File: src/design/serial_port_defines.vh
`ifndef SERIAL_PORT_DEFINES_VH
`define SERIAL_PORT_DEFINES_VH

// register addresses
`define ADDR_MODE 3'h0
`define ADDR_CONTROL 3'h1
`define ADDR_STATUS 3'h2
`define ADDR_TX_DATA 3'h3
`define ADDR_RX_DATA 3'h4

// control_reg fields
`define CTL_TX_EMPTY_IRQ_EN 7
`define CTL_RX_IRQ_EN 6
`define CTL_TX_ON 5
`define CTL_RX_ON 4
`define CTL_ADDR_WAIT_EN 3
`define CTL_TX_DONE_IRQ_EN 2
`define CTL_CLK_SRC_EXT 1
`define CTL_CLK_OUT_EN 0

// mode_reg fields
`define MODE_SYNC_SEL 7
`define MODE_CHAR7 6
`define MODE_PARITY_EN 5
`define MODE_PARITY_ODD 4
`define MODE_TWO_STOP 3
`define MODE_ADDR_WAKE 2
`define MODE_PRESCALE_HI 1
`define MODE_PRESCALE_LO 0

// status_reg fields
`define ST_TX_BUF_EMPTY 7
`define ST_RX_BUF_FULL 6
`define ST_OVERRUN_ERR 5
`define ST_FRAMING_ERR 4
`define ST_PARITY_ERR 3
`define ST_TX_DONE 2
`define ST_ADDR_FLAG_RX 1
`define ST_ADDR_FLAG_TX 0

// reset values
`define CONTROL_RESET 8'h00
`define MODE_RESET 8'h00
`define STATUS_RESET 8'h84

// oversampling: sixteen ticks per bit, sample at the middle
`define OS_LAST 4'hF
`define OS_MID 4'h7

`endif

File: src/design/serial_port_control_irq.v
// How it works
// - control register always read/write by CPU, zero after power-on reset.
// - bit 7 gates transmit-empty request raised by holding-to-shift transfer.
// - transmit-empty request goes by read-1-then-write-0 of flag, or enable clear.
// - bit 6 gates receive-full and receive-error requests.
// - receive requests go by read-1-then-write-0 of their flag, or enable clear.
// - with transmitter off, transmitter idle and empty flag held at one.
// - transmitter on: send starts after data written and empty flag cleared.
// - turning receiver off keeps all receive flags unchanged.
// - receiver on: start bit begins async frame, clock input begins clocked frame.
// - address-wait bit acts only when receiving in address-wake format.
// - while address-waiting, frames dropped, no flags, no errors, no requests.
// - address frame sets address flag, clears wait bit, resumes normal receive.
// - bit 2 gates transmit-done request: last bit sent, holding register empty.
// - transmit-done request goes by empty flag clear sequence, or enable clear.
// - bits 1 and 0 pick clock source and clock pin direction.
// - clock-out bit only counts in async mode with internal clock.
// - mode bit 7 picks async when 0, clocked when 1.
// - async internal clock output runs at the bit rate.
`timescale 1ns/1ps
`include "serial_port_defines.vh"

module serial_port_control_irq #(
  parameter RATE_DIV = 4
) (
  input wire ref_clk,
  input wire rst_b,
  input wire [2:0] addr,
  input wire [7:0] wdata,
  input wire wr_stb,
  input wire rd_stb,
  output reg [7:0] rdata,
  input wire rxd,
  output wire txd,
  input wire serial_clk_in,
  output wire serial_clk_out,
  output wire serial_clk_oe,
  output wire tx_empty_irq,
  output wire rx_full_irq,
  output wire rx_err_irq,
  output wire tx_done_irq
);

  localparam RX_IDLE = 2'd0;
  localparam RX_ASYNC = 2'd1;
  localparam RX_SYNC = 2'd2;

  reg [7:0] control_r;
  reg [7:0] mode_r;
  reg [7:0] status_r;
  reg [7:0] status_nxt;
  reg [4:0] armed_r;
  reg [7:0] tx_hold_r;
  reg [7:0] rx_hold_r;
  reg [1:0] rxd_s;
  reg [1:0] sck_s;
  reg sck_prev_r;
  reg [13:0] pre_cnt_r;
  reg [3:0] os_phase_r;
  reg [12:0] tx_sh_r;
  reg [3:0] tx_left_r;
  reg tx_active_r;
  reg tx_rose_r;
  reg [1:0] rx_state_r;
  reg [3:0] rx_sub_r;
  reg [3:0] rx_idx_r;
  reg [7:0] rx_data_r;
  reg rx_extra_r;
  reg rx_par_r;
  wire tx_on = control_r[`CTL_TX_ON];
  wire rx_on = control_r[`CTL_RX_ON];
  wire ext_clk = control_r[`CTL_CLK_SRC_EXT];
  wire sync_mode = mode_r[`MODE_SYNC_SEL];
  wire char7 = mode_r[`MODE_CHAR7] & ~sync_mode;
  wire addr_fmt = mode_r[`MODE_ADDR_WAKE] & ~sync_mode;
  wire par_en = mode_r[`MODE_PARITY_EN] & ~sync_mode & ~addr_fmt;
  wire has_extra = addr_fmt | par_en;
  // address wait only in address-wake format
  wire addr_wait = control_r[`CTL_ADDR_WAIT_EN] & addr_fmt;

  wire sck_rise = sck_s[1] & ~sck_prev_r;
  wire sck_fall = ~sck_s[1] & sck_prev_r;
  // prescale from mode bits 1:0 and the rate divider
  reg [13:0] pre_last;
  always @* begin
    case (mode_r[`MODE_PRESCALE_HI:`MODE_PRESCALE_LO])
      2'b00: pre_last = RATE_DIV[13:0] - 14'h0001;
      2'b01: pre_last = {RATE_DIV[11:0], 2'b00} - 14'h0001;
      2'b10: pre_last = {RATE_DIV[9:0], 4'h0} - 14'h0001;
      default: pre_last = {RATE_DIV[7:0], 6'h00} - 14'h0001;
    endcase
  end

  wire int_tick = (pre_cnt_r >= pre_last);
  // external async clock counts as the sixteen-times tick
  wire os_tick = ext_clk ? (sck_rise & ~sync_mode) : int_tick;
  wire bit_wrap = os_tick & (os_phase_r == `OS_LAST);
  wire bit_mid = os_tick & (os_phase_r == `OS_MID);
  // clocked mode edges: internal clock runs only during a transmit frame
  wire sync_fall = ext_clk ? sck_fall : (tx_active_r & bit_wrap);
  wire sync_rise = ext_clk ? sck_rise : (tx_active_r & bit_mid);
  // clock-out bit ignored in clocked mode or with external clock
  assign serial_clk_oe = ~ext_clk & (sync_mode | control_r[`CTL_CLK_OUT_EN]);
  // bit-rate clock from the oversampling phase
  assign serial_clk_out = sync_mode ? (tx_active_r ? os_phase_r[3] : 1'b1) : os_phase_r[3];
  assign txd = tx_active_r ? tx_sh_r[0] : 1'b1;
  assign tx_empty_irq = control_r[`CTL_TX_EMPTY_IRQ_EN] & status_r[`ST_TX_BUF_EMPTY];
  assign rx_full_irq = control_r[`CTL_RX_IRQ_EN] & status_r[`ST_RX_BUF_FULL];
  assign rx_err_irq = control_r[`CTL_RX_IRQ_EN] &
                      (status_r[`ST_OVERRUN_ERR] | status_r[`ST_FRAMING_ERR] | status_r[`ST_PARITY_ERR]);
  assign tx_done_irq = control_r[`CTL_TX_DONE_IRQ_EN] & status_r[`ST_TX_DONE];
  // pin synchronisers
  always @(posedge ref_clk or negedge rst_b) begin
    if (!rst_b) begin
      rxd_s <= 2'b11;
      sck_s <= 2'b11;
      sck_prev_r <= 1'b1;
    end else begin
      rxd_s <= {rxd_s[0], rxd};
      sck_s <= {sck_s[0], serial_clk_in};
      sck_prev_r <= sck_s[1];
    end
  end

  always @(posedge ref_clk or negedge rst_b) begin
    if (!rst_b) begin
      pre_cnt_r <= 14'h0000;
      os_phase_r <= 4'h0;
    end else begin
      pre_cnt_r <= int_tick ? 14'h0000 : pre_cnt_r + 14'h0001;
      if (os_tick)
        os_phase_r <= os_phase_r + 4'h1;
    end
  end

  // transmit frame image, start bit first, ones beyond the stop bits
  wire tx_extra = addr_fmt ? status_r[`ST_ADDR_FLAG_TX] :
                  (^(tx_hold_r & {~char7, 7'h7F}) ^ mode_r[`MODE_PARITY_ODD]);
  reg [8:0] tx_pay;
  always @* begin
    if (char7)
      tx_pay = has_extra ? {1'b1, tx_extra, tx_hold_r[6:0]} : {2'b11, tx_hold_r[6:0]};
    else
      tx_pay = has_extra ? {tx_extra, tx_hold_r} : {1'b1, tx_hold_r};
  end
  wire [3:0] tx_bits = 4'h2 + (char7 ? 4'h7 : 4'h8) + {3'b000, has_extra} +
                       {3'b000, mode_r[`MODE_TWO_STOP]};
  // start once holding register is valid; load on a bit boundary so the start bit is full length
  wire tx_load = tx_on & ~tx_active_r & ~status_r[`ST_TX_BUF_EMPTY] &
                 ((sync_mode & ext_clk) | bit_wrap);
  wire tx_step = sync_mode ? (sync_fall & tx_rose_r) : bit_wrap;
  wire tx_last = tx_active_r & tx_step & (tx_left_r == 4'h1);

  always @(posedge ref_clk or negedge rst_b) begin
    if (!rst_b) begin
      tx_sh_r <= 13'h1FFF;
      tx_left_r <= 4'h0;
      tx_active_r <= 1'b0;
      tx_rose_r <= 1'b0;
    end else if (!tx_on) begin
      tx_active_r <= 1'b0;
      tx_left_r <= 4'h0;
      tx_rose_r <= 1'b0;
    end else if (tx_load) begin
      tx_active_r <= 1'b1;
      tx_rose_r <= 1'b0;
      tx_sh_r <= sync_mode ? {5'h1F, tx_hold_r} : {3'b111, tx_pay, 1'b0};
      tx_left_r <= sync_mode ? 4'h8 : tx_bits;
    end else if (tx_active_r) begin
      if (sync_rise)
        tx_rose_r <= 1'b1;
      if (tx_step) begin
        tx_sh_r <= {1'b1, tx_sh_r[12:1]};
        tx_left_r <= tx_left_r - 4'h1;
        tx_rose_r <= 1'b0;
        if (tx_left_r == 4'h1)
          tx_active_r <= 1'b0;
      end
    end
  end

  // receiver
  wire [3:0] rx_bits = 4'h2 + (char7 ? 4'h7 : 4'h8) + {3'b000, has_extra};
  reg rx_done;
  reg rx_stop_ok;
  reg rx_par_ok;
  reg rx_addr_bit;
  always @(posedge ref_clk or negedge rst_b) begin
    if (!rst_b) begin
      rx_state_r <= RX_IDLE;
      rx_sub_r <= 4'h0;
      rx_idx_r <= 4'h0;
      rx_data_r <= 8'h00;
      rx_extra_r <= 1'b0;
      rx_par_r <= 1'b0;
    end else if (!rx_on) begin
      rx_state_r <= RX_IDLE;
    end else begin
      case (rx_state_r)
        RX_IDLE: begin
          rx_idx_r <= 4'h0;
          rx_sub_r <= 4'h0;
          rx_data_r <= 8'h00;
          rx_par_r <= 1'b0;
          // start bit or clock input starts a frame
          if (sync_mode) begin
            if (sync_rise) begin
              rx_data_r <= {rxd_s[1], 7'h00};
              rx_idx_r <= 4'h1;
              rx_state_r <= RX_SYNC;
            end
          end else if (os_tick & ~rxd_s[1]) begin
            rx_sub_r <= 4'h1;
            rx_state_r <= RX_ASYNC;
          end
        end
        RX_ASYNC: begin
          if (os_tick) begin
            rx_sub_r <= rx_sub_r + 4'h1;
            if (rx_sub_r == `OS_MID) begin
              rx_idx_r <= rx_idx_r + 4'h1;
              if (rx_idx_r == 4'h0) begin
                if (rxd_s[1])
                  rx_state_r <= RX_IDLE;
              end else if (rx_idx_r <= (char7 ? 4'h7 : 4'h8)) begin
                rx_data_r <= char7 ? {1'b0, rxd_s[1], rx_data_r[6:1]} : {rxd_s[1], rx_data_r[7:1]};
                rx_par_r <= rx_par_r ^ rxd_s[1];
              end else if (rx_idx_r == rx_bits - 4'h1) begin
                rx_state_r <= RX_IDLE;
              end else begin
                rx_extra_r <= rxd_s[1];
              end
            end
          end
        end
        RX_SYNC: begin
          if (sync_rise) begin
            rx_data_r <= {rxd_s[1], rx_data_r[7:1]};
            rx_idx_r <= rx_idx_r + 4'h1;
            if (rx_idx_r == 4'h7)
              rx_state_r <= RX_IDLE;
          end
        end
        default: rx_state_r <= RX_IDLE;
      endcase
    end
  end

  // frame completes on the stop-bit sample or the eighth clocked bit
  always @* begin
    rx_done = 1'b0;
    rx_stop_ok = 1'b1;
    if (rx_on && rx_state_r == RX_ASYNC && os_tick && rx_sub_r == `OS_MID &&
        rx_idx_r == rx_bits - 4'h1) begin
      rx_done = 1'b1;
      rx_stop_ok = rxd_s[1];
    end
    if (rx_on && rx_state_r == RX_SYNC && sync_rise && rx_idx_r == 4'h7)
      rx_done = 1'b1;
    rx_par_ok = ~par_en | ((rx_par_r ^ rx_extra_r) == mode_r[`MODE_PARITY_ODD]);
    rx_addr_bit = addr_fmt & rx_extra_r;
  end
  wire [7:0] rx_word = sync_mode ? {rxd_s[1], rx_data_r[7:1]} : rx_data_r;

  // register writes, status flags
  wire wr_ctl = wr_stb & (addr == `ADDR_CONTROL);
  wire wr_st = wr_stb & (addr == `ADDR_STATUS);
  wire rd_st = rd_stb & (addr == `ADDR_STATUS);
  wire addr_hit = rx_done & addr_wait & rx_addr_bit;
  wire rx_accept = rx_done & (~addr_wait | rx_addr_bit);

  always @* begin
    status_nxt = status_r;
    // clear only a flag that was read as one
    if (wr_st) begin
      if (armed_r[4] & ~wdata[`ST_TX_BUF_EMPTY]) begin
        status_nxt[`ST_TX_BUF_EMPTY] = 1'b0;
        status_nxt[`ST_TX_DONE] = 1'b0;
      end
      if (armed_r[3] & ~wdata[`ST_RX_BUF_FULL])
        status_nxt[`ST_RX_BUF_FULL] = 1'b0;
      if (armed_r[2] & ~wdata[`ST_OVERRUN_ERR])
        status_nxt[`ST_OVERRUN_ERR] = 1'b0;
      if (armed_r[1] & ~wdata[`ST_FRAMING_ERR])
        status_nxt[`ST_FRAMING_ERR] = 1'b0;
      if (armed_r[0] & ~wdata[`ST_PARITY_ERR])
        status_nxt[`ST_PARITY_ERR] = 1'b0;
      status_nxt[`ST_ADDR_FLAG_TX] = wdata[`ST_ADDR_FLAG_TX];
    end
    // transfer to shift register sets empty flag
    if (tx_load)
      status_nxt[`ST_TX_BUF_EMPTY] = 1'b1;
    if (tx_load)
      status_nxt[`ST_TX_DONE] = 1'b0;
    // last bit out with holding register empty
    if (tx_last & status_nxt[`ST_TX_BUF_EMPTY])
      status_nxt[`ST_TX_DONE] = 1'b1;
    if (!tx_on) begin
      status_nxt[`ST_TX_BUF_EMPTY] = 1'b1;
      status_nxt[`ST_TX_DONE] = 1'b1;
    end
    // hardware changes receive flags only on an accepted frame
    if (rx_accept) begin
      if (addr_fmt)
        status_nxt[`ST_ADDR_FLAG_RX] = rx_extra_r;
      if (status_r[`ST_RX_BUF_FULL])
        status_nxt[`ST_OVERRUN_ERR] = 1'b1;
      else
        status_nxt[`ST_RX_BUF_FULL] = 1'b1;
      if (!rx_stop_ok)
        status_nxt[`ST_FRAMING_ERR] = 1'b1;
      if (!rx_par_ok)
        status_nxt[`ST_PARITY_ERR] = 1'b1;
    end
  end

  always @(posedge ref_clk or negedge rst_b) begin
    if (!rst_b) begin
      control_r <= `CONTROL_RESET;
      mode_r <= `MODE_RESET;
      status_r <= `STATUS_RESET;
      armed_r <= 5'h00;
      tx_hold_r <= 8'h00;
      rx_hold_r <= 8'h00;
      rdata <= 8'h00;
    end else begin
      if (wr_ctl)
        control_r <= wdata;
      // hardware clears wait bit, winning over a write
      if (addr_hit)
        control_r[`CTL_ADDR_WAIT_EN] <= 1'b0;
      if (wr_stb && addr == `ADDR_MODE)
        mode_r <= wdata;
      if (wr_stb && addr == `ADDR_TX_DATA)
        tx_hold_r <= wdata;
      if (rx_accept && !status_r[`ST_RX_BUF_FULL])
        rx_hold_r <= rx_word;
      status_r <= status_nxt;
      if (rd_st)
        armed_r <= armed_r | status_r[7:3];
      else if (wr_st)
        armed_r <= 5'h00;
      case (addr)
        `ADDR_MODE: rdata <= rd_stb ? mode_r : 8'h00;
        `ADDR_CONTROL: rdata <= rd_stb ? control_r : 8'h00;
        `ADDR_STATUS: rdata <= rd_stb ? status_r : 8'h00;
        `ADDR_TX_DATA: rdata <= rd_stb ? tx_hold_r : 8'h00;
        `ADDR_RX_DATA: rdata <= rd_stb ? rx_hold_r : 8'h00;
        default: rdata <= 8'h00;
      endcase
    end
  end

endmodule

File: config.mk
export PLATFORM = sky130hd
export DESIGN_NAME = serial_port_control_irq
export DESIGN_NICKNAME = d
export VERILOG_FILES = /design/src/design/serial_port_control_irq.v
export VERILOG_INCLUDE_DIRS = /design/src /design/src/design
export SDC_FILE = /design/constraint.sdc
export NUM_CORES = 1
export LEC_CHECK = 0
export BUFFER_PORTS_ARGS = -buffer_cell sky130_fd_sc_hd__buf_4
export CAP_MARGIN = 10
export CORE_ASPECT_RATIO = 0.5
export CORE_UTILIZATION = 61
export DETAILED_ROUTE_END_ITERATION = 16
export PLACE_DENSITY = 0.8
export SLEW_MARGIN = 10
export SYNTH_ARGS = -nofsm -noshare
export SYNTH_HDL_FRONTEND = slang
export SYNTH_SLANG_ARGS = --single-unit
File: constraint.sdc
create_clock -name ref_clk -period 3.5 [get_ports ref_clk]
set_input_delay 0.175 -clock ref_clk [delete_from_list [all_inputs] [get_ports ref_clk]]
set_output_delay 0.175 -clock ref_clk [all_outputs]
set_load 0.05 [all_outputs]
* Yosys cells after proc, flatten, opt, wreduce, memory -nomap -nowiden
Index checks and enable logic that the tools add are counted.
Word-level totals: bits in registers 115, latch bits 0, RAM bits 0, ROM bits 0, memories 0
Operators by class: $add $sub $neg 9, multipliers 0, div/mod/pow operators 0, $lt $le $gt $ge 2, equal/unequal tests 34, shift operators 0, muxes and demuxes 101, bitwise operators 69, reductions and logical operators 33
Operators by type and width (number):
- 2-to-1 mux 8 bit | 15
- 2-to-1 mux 4 bit | 12
- case mux 8 bit (3 select lines) | 2
- 2-to-1 mux 1 bit | 45
- case mux 8 bit (5 select lines) | 1
- 2-to-1 mux 13 bit | 3
- bitwise AND 1 bit | 38
- 2-to-1 mux 2 bit | 12
- inequality test 4 bit, second input constant | 5
- inverter 1 bit | 19
- 2-to-1 mux 9 bit | 2
- adder 14 x 1 -> 14 bit, second input constant | 1
- greater-or-equal comparator 14 bit | 1
- 2-to-1 mux 14 bit | 1
- AND reduction 7 bit | 2
- adder 4 x 1 -> 4 bit, second input constant | 3
- equality test 4 x 3 -> 1 bit, second input constant | 3
- inequality test 3 bit, second input constant | 4
- inequality test 4 x 1 -> 1 bit, second input constant | 3
- case mux 4 bit (3 select lines) | 1
- logical AND 1 bit | 10
- 2-to-1 mux 10 bit | 1
- 2-to-1 mux 5 bit | 2
- inequality test 2 bit, second input constant | 5
- other kinds (34) | 57

* Logic depth before layout (Yosys ltp)
Gate-level depths: netlist of the first run.
word-level depth 15, gate-level depth with buffers 12, depth with buffers taken out 10

* Least setup slack after synthesis of the first run
No wires, ideal clock.
path type flip-flop to flip-flop, start point reg mode_r[7], end point reg rx_hold_r[6], library setup time 119 ps, data arrival time 2759 ps, required time 3381 ps, path slack 622 ps, cell stages (with the launch flop) 13, path buffers 4, period minus slack after synthesis 2878 ps, cells stage by stage dfrtp_1 -> buf_1 -> clkbuf_1 -> nor2_1 -> ha_1 -> xnor2_1 -> nand4b_1 -> o32a_1 -> or3_1 -> buf_2 -> buf_6 -> nand2_1 -> o21ai_2
Between the ends: longest elaborated chain between the ends 13, elaborated cells between the ends (all ways) 31
Ends and longest elaborated chain:
- start: declaration | line serial_port_control_irq.v:49 | reg [7:0] mode_r;
- start signal: assignment | line serial_port_control_irq.v:320 | mode_r <= `MODE_RESET;
- start signal: assignment | line serial_port_control_irq.v:333 | mode_r <= wdata;
- parallel branches: the longest is 13 deep, another holds adder 2 x 4 -> 4 bit
- end signal: assignment | line serial_port_control_irq.v:337 | rx_hold_r <= rx_word;
- end: declaration | line serial_port_control_irq.v:54 | reg [7:0] rx_hold_r;
Several ways; the timed one is not identified. A chain may end at the register's enable or synchronous reset.

* Worst setup path after layout of the first run
Same ends and word-level chain as after synthesis.

==> impl_metrics.env, run 1 <==
export IMPL_numPortBuffers=31
export IMPL_layout_min_cycle_time_ns=2.94
export IMPL_antenna_found_initial=0
export IMPL_required_ns=3.72
export IMPL_final_cells=752
export IMPL_grt_pass1_vias=4327
export IMPL_drtAntennaViolNets=0
export IMPL_route_detailed_drc=0
export IMPL_postSynth_asyncResetShare_pct=100
export IMPL_drive_gt1_share_pct=17.7
export IMPL_clock_latency_ns=0.35
export IMPL_cts_max_level=3
export IMPL_p_total_mw=3.76
export IMPL_slew_viol_final=0
export IMPL_dieArea_mm2=0.0102
export IMPL_yosysSeqAreaShare_pct=47.6
export IMPL_synth_most_common_cell="dfrtp_1"
export IMPL_yosysTopAreaCellShare_pct=40.1
export IMPL_ys_warn_count=0
export IMPL_crit_path_max_fanout=31
export IMPL_nets=653
export IMPL_timing_final_crit_share_pct=83.9
export IMPL_max_freq_mhz=340
export IMPL_end_kind="flop"
export IMPL_fin_worst_skew_ns=0.00664
export IMPL_synth_seq_cells=112
export IMPL_avgSynthCellArea_um2=10.3
export IMPL_postSynthCellCount=578
export IMPL_rows=25
export IMPL_cts_tree="done"
export IMPL_num_vias=4559
export IMPL_grt_start_max_net_pins=60
export IMPL_leakage_nw=2.84
export IMPL_ioPinCount=32
export IMPL_whs_ns=0.0444
export IMPL_rsz0062_at_grt="false"
export IMPL_cts_buffer_depth=2
export IMPL_cts_buffers_inserted=9
export IMPL_tightest_slew_ns=0.867
export IMPL_crit_type="reg -> reg"
export IMPL_setup_viol_count_final=0
export IMPL_yosysUniqueCellTypes=65
export IMPL_drt_first_pass_iters=7
export IMPL_synth_edf_count=0
export IMPL_overflow=0
export IMPL_utilization_pct=70.7
export IMPL_clock_sinks=112
export IMPL_tns_ns=0
export IMPL_dpl_cell_count=733
export IMPL_n_antenna_cell=0
export IMPL_worstSetupStartpointType="flop"
export IMPL_slew_headroom_pct=41.8
export IMPL_holdCritPathClass="in -> reg"
export IMPL_grt_pass1_wl_um=22500
export IMPL_ys_flop_type="dfrtp_1"
export IMPL_vias_per_cell=6.06
export IMPL_start_util_pct=62.8
export IMPL_hold_viol_final=0
export IMPL_arrival_ns=3.16
export IMPL_grt_usage_pct=29.6
export IMPL_multi_input_area_mm2=0.00293
export IMPL_met2_usage_pct=44.1
export IMPL_p_per_area_mw_per_mm2=564
export IMPL_wirelength_um=13600
export IMPL_grt_use_met1_pct=42.7
export IMPL_grtUsageMet3_pct=7.95
export IMPL_fp_dieW_um=141
export IMPL_gp_congestion=0.886
export IMPL_cap_violations=0
export IMPL_synth_commonest_cells="dfrtp_1 (95), nand2_1 (70), nor2_1 (34), o21ai_0 (32), inv_1 (27)"
export IMPL_status="complete, no violations"
export IMPL_design_core_area_mm2=0.00945
export IMPL_synth_top_cell_by_area="dfrtp_1"
export IMPL_cts_clk_slew_worst_paths_ns=0.08
export IMPL_drt_iter0_markers=371
export IMPL_dp_hpwl_um=9870
export IMPL_wl_per_cell_um=18.1
export IMPL_root_buffer="clkbuf_16"
export IMPL_synthToLayoutAreaGrowth_pct=12.5
export IMPL_top_usage_layer="met2"
export IMPL_peakVddDrop_mv=0.273
export IMPL_fillers=722
export IMPL_die_h_um=71.7
export IMPL_ys_top_cells_by_area="dfrtp_1 (40%), dfstp_2 (7.5%), ha_1 (5.1%), nand2_1 (4.4%), mux2i_1 (3.9%)"
export IMPL_seq_area_mm2=0.00282
export IMPL_synth_area_mm2=0.00593
## logic make-up after synthesis
| kind of cell | Yosys count | synth area share, % |
|---|---|---|
| AND/OR/NAND/NOR | 186 | 15.5 |
| adder cells (fa/ha/maj) | 24 | 5.06 |
| buffers and inverters | 52 | 3.48 |
| other | 1 | 0.0632 |
| flip-flops | 112 | 47.6 |
| AO/OA/AOI/OAI | 127 | 13.8 |
| XOR/XNOR | 23 | 3.39 |
| multiplexers | 53 | 11.1 |
## metrics by stage
stage          setup slack [ns]  instance area (um2)
2_1_floorplan             0.622                 5950
4_1_cts                   0.594                 6680
3_3_place_gp              0.725                 6340
6_report                  0.562                 6680
5_1_grt                   0.362                 6680
3_5_place_dp              0.626                 6340
## worst paths after layout
check                               start            to  slack (ns)  cells after the start
max in group asynchronous           rst_b      rxd_s[1]        2.27                      3
worst min-delay path             wdata[1]  control_r[1]        0.04                      3
worst max-delay path            mode_r[7]  rx_hold_r[6]        0.56                      9
worst max register to register  mode_r[7]  rx_hold_r[6]        0.56                      9
worst min register to register   rxd_s[0]      rxd_s[1]        0.36                      0
min in group asynchronous           rst_b      rdata[7]        0.44                      2
## flip-flops by register name (all words and copies together), names as in the netlist, 4 cells and up
signal and flops:
pre_cnt_r 14, tx_left_r 4, rx_hold_r 8, rdata 8, armed_r 5, control_r 8
rx_sub_r 4, tx_sh_r 10, status_r 8, os_phase_r 4, tx_hold_r 8, rx_data_r 8
mode_r 8, rx_idx_r 4
## timing repair
item                      CTS  global route
gates resized for setup     0             0
hold buffers                3             0
buffers inserted            0             0
hold endpoints to repair   45             0
## critical path: stages, from the launching register on
cell and delay, ns:
dfrtp_1 0.37, buf_4 0.41, nor2_1 0.17, ha_1 0.37, xnor2_1 0.19, nand4b_1 0.18
o32a_1 0.28, or3_1 0.57, nand2_1 0.19, o21ai_2 0.06
## power by group
group,switching [mW],leakage [nW],internal [mW]
Combinational,0.620,1.29,0.455
Sequential,0.194,1.41,1.44
Clock,0.496,0.143,0.563
Total,1.31,2.84,2.45
## routing by layer
metal	up-vias	part of all wire (%)
met1	2220	47
met3	31	7.6
met5	-	0
met2	183	43
li1	2125	-
met4	0	1.8
## area by class of cell
type / count / area share, %
Timing Repair Buffer: 43 / 5.13
Inverter: 28 / 1.57
Clock buffer: 9 / 3.37
Sequential cell: 112 / 42.3
Multi-Input combinational cell: 418 / 43.9
Clock inverter: 7 / 1.20
Tap cell: 135 / 2.53
## layout by cell type (no fill, tap or decap), types with 12 or more instances in the layout
| cell | synthesis | layout |
|---|---|---|
| a21oi_1 | 24 | 24 |
| buf_4 | 0 | 39 |
| dfrtp_1 | 95 | 95 |
| dfstp_2 | 17 | 17 |
| ha_1 | 24 | 24 |
| inv_1 | 27 | 27 |
| mux2_2 | 20 | 20 |
| mux2i_1 | 23 | 23 |
| nand2_1 | 70 | 70 |
| nand3_1 | 14 | 14 |
| nor2_1 | 34 | 34 |
| nor2b_1 | 12 | 12 |
| o21ai_0 | 32 | 32 |
| o21ai_1 | 16 | 16 |
| xnor2_1 | 17 | 17 |
(Power assumes the default switching activity.)
==> inputs of run 2 (changes only) <==
Settings changed: ABC_AREA set to 1, CORE_UTILIZATION 61 to 56, PLACE_DENSITY 0.8 to 0.77.
Clock period 3.5 ns to 2.7 ns, I/O delays scaled along.
==> run 2 against run 1 <==
Count of clock-buffer cells in the layout did not move; die area up 12%; largest cell class unchanged; combinational power is 43% higher; power rose by 33%; synthesized cell count grew 35%.
==> impl_metrics.env, run 2 <==
export IMPL_clock_sinks=112
export IMPL_startpoint="mode_r[1]"
export IMPL_synth_most_common_cell="nand2_1"
export IMPL_clock_latency_ns=0.36
export IMPL_max_freq_mhz=414
export IMPL_ys_flop_type="dfrtp_1"
export IMPL_rsz0062_at_grt="false"
export IMPL_end_kind="flop"
export IMPL_crit_type="reg -> reg"
export IMPL_cap_violations=0
export IMPL_synth_commonest_cells="nand2_1 (235), dfrtp_1 (95), inv_1 (89), o21ai_0 (78), nor2_1 (55)"
export IMPL_fp_dieW_um=150
export IMPL_r2r_start="mode_r[1]"
export IMPL_worstSetupStartpointType="flop"
export IMPL_drive_gt1_share_pct=13.4
export IMPL_postSynthCellCount=783
export IMPL_crit_path_max_fanout=13
export IMPL_tns_ns=0
export IMPL_wl_per_cell_um=15.3
export IMPL_synthToLayoutAreaGrowth_pct=12.5
export IMPL_ioPinCount=32
export IMPL_synth_top_cell_by_area="dfrtp_1"
export IMPL_top_register="pre_cnt_r"
export IMPL_timing_final_crit_share_pct=89.5
export IMPL_synth_seq_cells=112
export IMPL_fillers=849
export IMPL_top_regs="pre_cnt_r (14), tx_sh_r (10)"
export IMPL_postSynth_asyncResetShare_pct=100
export IMPL_synth_top_family_by_area="simple AND/OR/NAND/NOR gates"
export IMPL_yosysUniqueCellTypes=42
export IMPL_ys_top_cells_by_area="dfrtp_1 (39%), nand2_1 (14%), dfstp_2 (7.3%), o21ai_0 (6.4%), inv_1 (5.4%)"
export IMPL_hold_viol_final=0
export IMPL_root_buffer="clkbuf_16"
export IMPL_fin_worst_skew_ns=0.00705
export IMPL_cts_max_level=3
export IMPL_overflow=0
export IMPL_ys_warn_count=0
export IMPL_synth_mux_area_share_pct=0.184
export IMPL_tightest_slew_ns=0.625
export IMPL_arrival_ns=2.73
export IMPL_grt_start_max_net_pins=73
export IMPL_dieArea_mm2=0.0114
export IMPL_gp_congestion=0.932
export IMPL_synth_compound_area_share_pct=11.4
export IMPL_synth_fa_ha_area_share_pct=4.90
export IMPL_slew_headroom_pct=58.3
export IMPL_start_util_pct=58.9
export IMPL_leakage_nw=3.43
export IMPL_numPortBuffers=31
export IMPL_mostFrequentLayoutCell="nand2_1"
export IMPL_grt_pass1_wl_um=24500
export IMPL_n_antenna_cell=0
export IMPL_final_cell_mix="nand2_1 (235), dfrtp_1 (95), inv_1 (89)"
export IMPL_nets=863
export IMPL_required_ns=3.01
export IMPL_grt_pass1_vias=4959
export IMPL_vias_per_cell=5.58
export IMPL_p_per_area_mw_per_mm2=727
export IMPL_antenna_found_initial=0
export IMPL_largest_register_ffs=14
export IMPL_num_vias=5395
export IMPL_timing_critical_path_to="tx_sh_r[8]"
export IMPL_holdPathStages=3
export IMPL_peakVddDrop_mv=0.336
export IMPL_drt_first_pass_iters=6
export IMPL_synth_edf_count=0
export IMPL_cts_clk_slew_worst_paths_ns=0.08
export IMPL_setup_viol_count_final=0
export IMPL_holdCritPathClass="in -> reg"
export IMPL_status="complete, no violations"
export IMPL_place_area_mm2=0.00656
export IMPL_worstReg2RegEnd="tx_sh_r[8]"
export IMPL_r2r_slack_ns=0.28
export IMPL_synth_xor_xnor_area_share_pct=1.86
export IMPL_cts_tree="done"
export IMPL_wirelength_um=14800
export IMPL_cts_setup_buffers=0
export IMPL_die_h_um=76
export IMPL_drt_iter0_markers=488
export IMPL_drtAntennaViolNets=0
export IMPL_grt_usage_pct=27.8
export IMPL_yosysTopAreaCellShare_pct=38.8
export IMPL_rows=26
export IMPL_postLayoutCellArea_mm2=0.00690
export IMPL_layout_min_cycle_time_ns=2.42
export IMPL_slew_viol_final=0
export IMPL_hp_start="wdata[2]"
export IMPL_route_detailed_drc=0
export IMPL_synth_area_mm2=0.00613
export IMPL_design_core_area_mm2=0.0104
export IMPL_yosysSeqAreaShare_pct=46.0
export IMPL_cts_buffer_depth=2
export IMPL_avgSynthCellArea_um2=7.83
export IMPL_dp_hpwl_um=10800
export IMPL_synth_simple_gate_area_share_pct=28.4
export IMPL_cts_buffers_inserted=9
export IMPL_rr_worst_depth=14
-- run 2: cell types whose count changed in the layout (fill, tap and decap cells not counted), sizes merged, moves of 11 or more --
| cell | delta |
|---|---|
| nand2 | +176 |
| inv | +67 |
| o21ai | +39 |
| nand3 | +37 |
| mux2i | -23 |
| nor2 | +23 |
| mux2 | -21 |
| nand4 | +12 |
| nor2b | -12 |
| a22oi | -11 |
| xnor2 | -11 |
-- run 2: layout make-up --
cell class                      count  area (um2)  area share [%]
Clock buffer                        9         225            3.26
Clock inverter                      7        86.3            1.25
Inverter                           93         349            5.06
Multi-Input combinational cell    563        2890            41.8
Sequential cell                   112        2820            40.9
Tap cell                          140         175            2.54
Timing Repair Buffer               43         355            5.15
-- run 2: how the worst min path moves through the flow --
stage                    endpoint  slack [ns]
global route         control_r[2]         0.1
floorplan              armed_r[0]       -0.16
finish               control_r[2]        0.08
global placement    pre_cnt_r[10]        0.15
detailed placement  pre_cnt_r[13]        0.16
CTS                  control_r[2]        0.08
-- run 2: cells by family after synthesis --
| group | Yosys count |
|---|---|
| xor gates and xnor gates | 13 |
| muxes | 1 |
| buffers and inverters | 112 |
| other | 1 |
| adders and majority gates | 24 |
| AOI/OAI and AO/OA | 127 |
| DFF | 112 |
| and+or+nand+nor | 393 |
-- run 2: critical path, cell delays in order (launching register included) --
cell and delay (ns):
dfrtp_1 0.41, inv_2 0.07, ha_1 0.30, nand2_1 0.05
inv_1 0.05, nand3_1 0.08, nand2_2 0.08, nand2_4 0.06
nand3_2 0.11, nand3_2 0.13, a21oi_2 0.55, nand3_1 0.22
nand2_1 0.11, nand2_1 0.05, nand2_1 0.09
-- run 2: power breakdown --
part           internal (mW)  total (mW)  switching (mW)
Sequential              1.89        2.12           0.223
Combinational          0.525        1.53            1.00
Clock                  0.668        1.38           0.709
-- run 2: repair_timing --
| action | 4_1_cts | 5_1_grt |
|---|---|---|
| hold buffers | 3 | 0 |
| setup endpoints to repair | 0 | 1 |
| hold endpoints to repair | 39 | 0 |
| gates resized for setup | 0 | 1 |
-- run 2: metrics by stage --
stage / hold WS [ns] / worst slack, ns / util [%] / std cells / power [mW]
floorplan: -0.161 / 0.420 / - / 787 / 3.17
detailed placement: 0.159 / 0.283 / 63.0 / 948 / 3.63
finish: 0.0760 / 0.282 / 66.3 / 967 / 5.02
global placement: 0.150 / 0.369 / 63.0 / 948 / 3.58
global route: 0.0978 / 0.0186 / 66.3 / 967 / 5.30
CTS: 0.0809 / 0.269 / 66.3 / 967 / 5.01
-- run 2: routing by layer --
metal  vias to the layer above  routed length, um  track usage (%)  share of wire (%)
met5                         -                  0                0                  0
met4                         0                202             6.67                1.4
met3                        35               1110             5.93                7.5
met2                       198               6410             40.8                 43
met1                      2549               7090             42.0                 48
li1                       2613                  -                -                  -
==> inputs of run 3 (changes only) <==
Settings changed: GPL_TIMING_DRIVEN set to 0, SLEW_MARGIN 10 to 15.
==> run 3 against run 2 <==
Sequential power hardly changed; power shrank 2.6%; maximum frequency decreased by 3.9%; via count grew 2.0%; clock skew grew 0.0016 ns; combinational power about the same; count of clock-buffer cells in the layout rose by 1; hold slack better by 0.026 ns; cell count up 1.1%.
==> impl_metrics.env, run 3 (synthesized netlist as in run 2, its figures left out) <==
export IMPL_status="complete, no violations"
export IMPL_crit_path_max_fanout=10
export IMPL_leakage_nw=3.40
export IMPL_final_cell_mix="nand2_1 (235), dfrtp_1 (95), inv_1 (88)"
export IMPL_crit_type="reg -> reg"
export IMPL_hold_viol_final=0
export IMPL_cts_clk_slew_worst_paths_ns=0.07
export IMPL_tightest_slew_ns=1.06
export IMPL_drive_gt1_share_pct=13.4
export IMPL_fp_dieW_um=150
export IMPL_cap_violations=0
export IMPL_grt_start_max_net_pins=113
export IMPL_start_util_pct=58.9
export IMPL_mostFrequentLayoutCell="nand2_1"
export IMPL_cts_buffer_depth=2
export IMPL_cts_buffers_inserted=9
export IMPL_nets=875
export IMPL_design_core_area_mm2=0.0104
export IMPL_whs_ns=0.102
export IMPL_ioPinCount=32
export IMPL_antenna_found_initial=0
export IMPL_cts_max_level=3
export IMPL_arrival_ns=2.76
export IMPL_required_ns=2.94
export IMPL_num_vias=5504
export IMPL_dp_hpwl_um=11000
export IMPL_utilization_pct=66.3
export IMPL_drtAntennaViolNets=0
export IMPL_fillers=870
export IMPL_worstSetupStartpointType="flop"
export IMPL_end_kind="flop"
export IMPL_setup_viol_count_final=0
export IMPL_max_freq_mhz=397
export IMPL_vias_per_cell=5.63
export IMPL_wirelength_um=15000
export IMPL_grt_pass1_wl_um=25000
export IMPL_top_register="pre_cnt_r"
export IMPL_rows=26
export IMPL_slew_viol_final=0
export IMPL_slew_headroom_pct=29.6
export IMPL_route_detailed_drc=0
export IMPL_top_regs="pre_cnt_r (14), tx_sh_r (10)"
export IMPL_p_per_area_mw_per_mm2=708
export IMPL_gp_congestion=0.925
export IMPL_drt_first_pass_iters=6
export IMPL_clock_sinks=112
export IMPL_synthToLayoutAreaGrowth_pct=12.6
export IMPL_overflow=0
export IMPL_largest_register_ffs=14
export IMPL_timing_final_crit_share_pct=93.2
export IMPL_die_h_um=76
export IMPL_fin_worst_skew_ns=0.00869
export IMPL_peakVddDrop_mv=0.429
export IMPL_grt_pass1_vias=5143
export IMPL_numPortBuffers=31
export IMPL_grt_usage_pct=28.3
export IMPL_n_antenna_cell=0
export IMPL_drt_iter0_markers=498
export IMPL_clock_latency_ns=0.35
export IMPL_cts_tree="done"
export IMPL_wl_per_cell_um=15.4
export IMPL_holdCritPathClass="in -> reg"
export IMPL_root_buffer="clkbuf_16"
export IMPL_layout_min_cycle_time_ns=2.52
export IMPL_dieArea_mm2=0.0114
[run 3: changes by cell type in the layout (fill, tap and decap cells not counted), sizes merged]
cell      previous run  this run
clkbuf               9        22
clkinv               4         2
inv                 96        91
clkinvlp             0         5
[run 3: metal layers]
| layer | track usage (%) | routed length, um | vias up |
|---|---|---|---|
| li1 | - | - | 2640 |
| met5 | 0 | 0 | - |
| met2 | 43.0 | 6680 | 219 |
| met4 | 7.17 | 207 | 0 |
| met1 | 40.9 | 6890 | 2621 |
| met3 | 6.53 | 1250 | 24 |
[run 3: what timing repair did]
action,CTS,global route
pin swaps,0,1
setup endpoints to repair,21,24
gates resized for setup,2,5
hold endpoints to repair,30,0
hold buffers,3,0
setup buffers,0,3
[run 3: per-stage QoR]
step | setup slack [ns] | instances | setup TNS, ns | power, mW | instance area [um2]
2_1_floorplan | 0.420 | 787 | 0 | 3.17 | 6150
3_3_place_gp | -0.205 | 958 | -2.14 | 3.56 | 6560
3_5_place_dp | -0.255 | 958 | -2.80 | 3.60 | 6560
4_1_cts | 0.106 | 975 | 0 | 4.86 | 6870
5_1_grt | -0.00875 | 978 | -0.0332 | 5.19 | 6910
6_report | 0.184 | 978 | 0 | 4.89 | 6910
[run 3: area by class of cell]
type	count	area, um2	share of cell area (%)
inverters	93	353	5.11
flip-flops and latches	112	2820	40.9
multi-input cells	563	2900	42.0
clock inverters	5	33.8	0.489
clock buffers	10	239	3.46
well taps	140	175	2.54
plain buffers	18	88.8	1.29
repair buffers	37	289	4.19
[run 3: worst paths after layout]
check | from | endpoint | slack (ns) | depth (start not counted)
setup / recovery | mode_r[7] | rx_hold_r[6] | 0.18 | 13
hold / removal | wdata[1] | control_r[1] | 0.10 | 3
setup reg to reg | mode_r[7] | rx_hold_r[6] | 0.18 | 13
hold reg to reg | sck_s[0] | sck_s[1] | 0.36 | 0
max in group asynchronous | rst_b | rx_idx_r[0] | 1.49 | 2
min in group asynchronous | rst_b | pre_cnt_r[7] | 0.45 | 2
[run 3: worst max-delay path: stages (launching register included)]
cell and delay (ns):
dfrtp_1 0.48, clkbuf_4 0.30, nor2_4 0.07, inv_1 0.06, nand2_1 0.10, ha_1 0.32
xnor2_1 0.16, nand4_1 0.10, inv_1 0.14, nand3_1 0.14, nand2_1 0.16, nand3_2 0.19
nand2_1 0.12, nand2_1 0.05
[run 3: where the power goes]
group          total, mW  switching (mW)  leakage, nW  internal, mW
Sequential          2.10           0.206         1.42          1.90
Clock               1.25           0.603        0.120         0.643
Combinational       1.54            1.02         1.86         0.520
Total               4.89            1.83         3.40          3.06
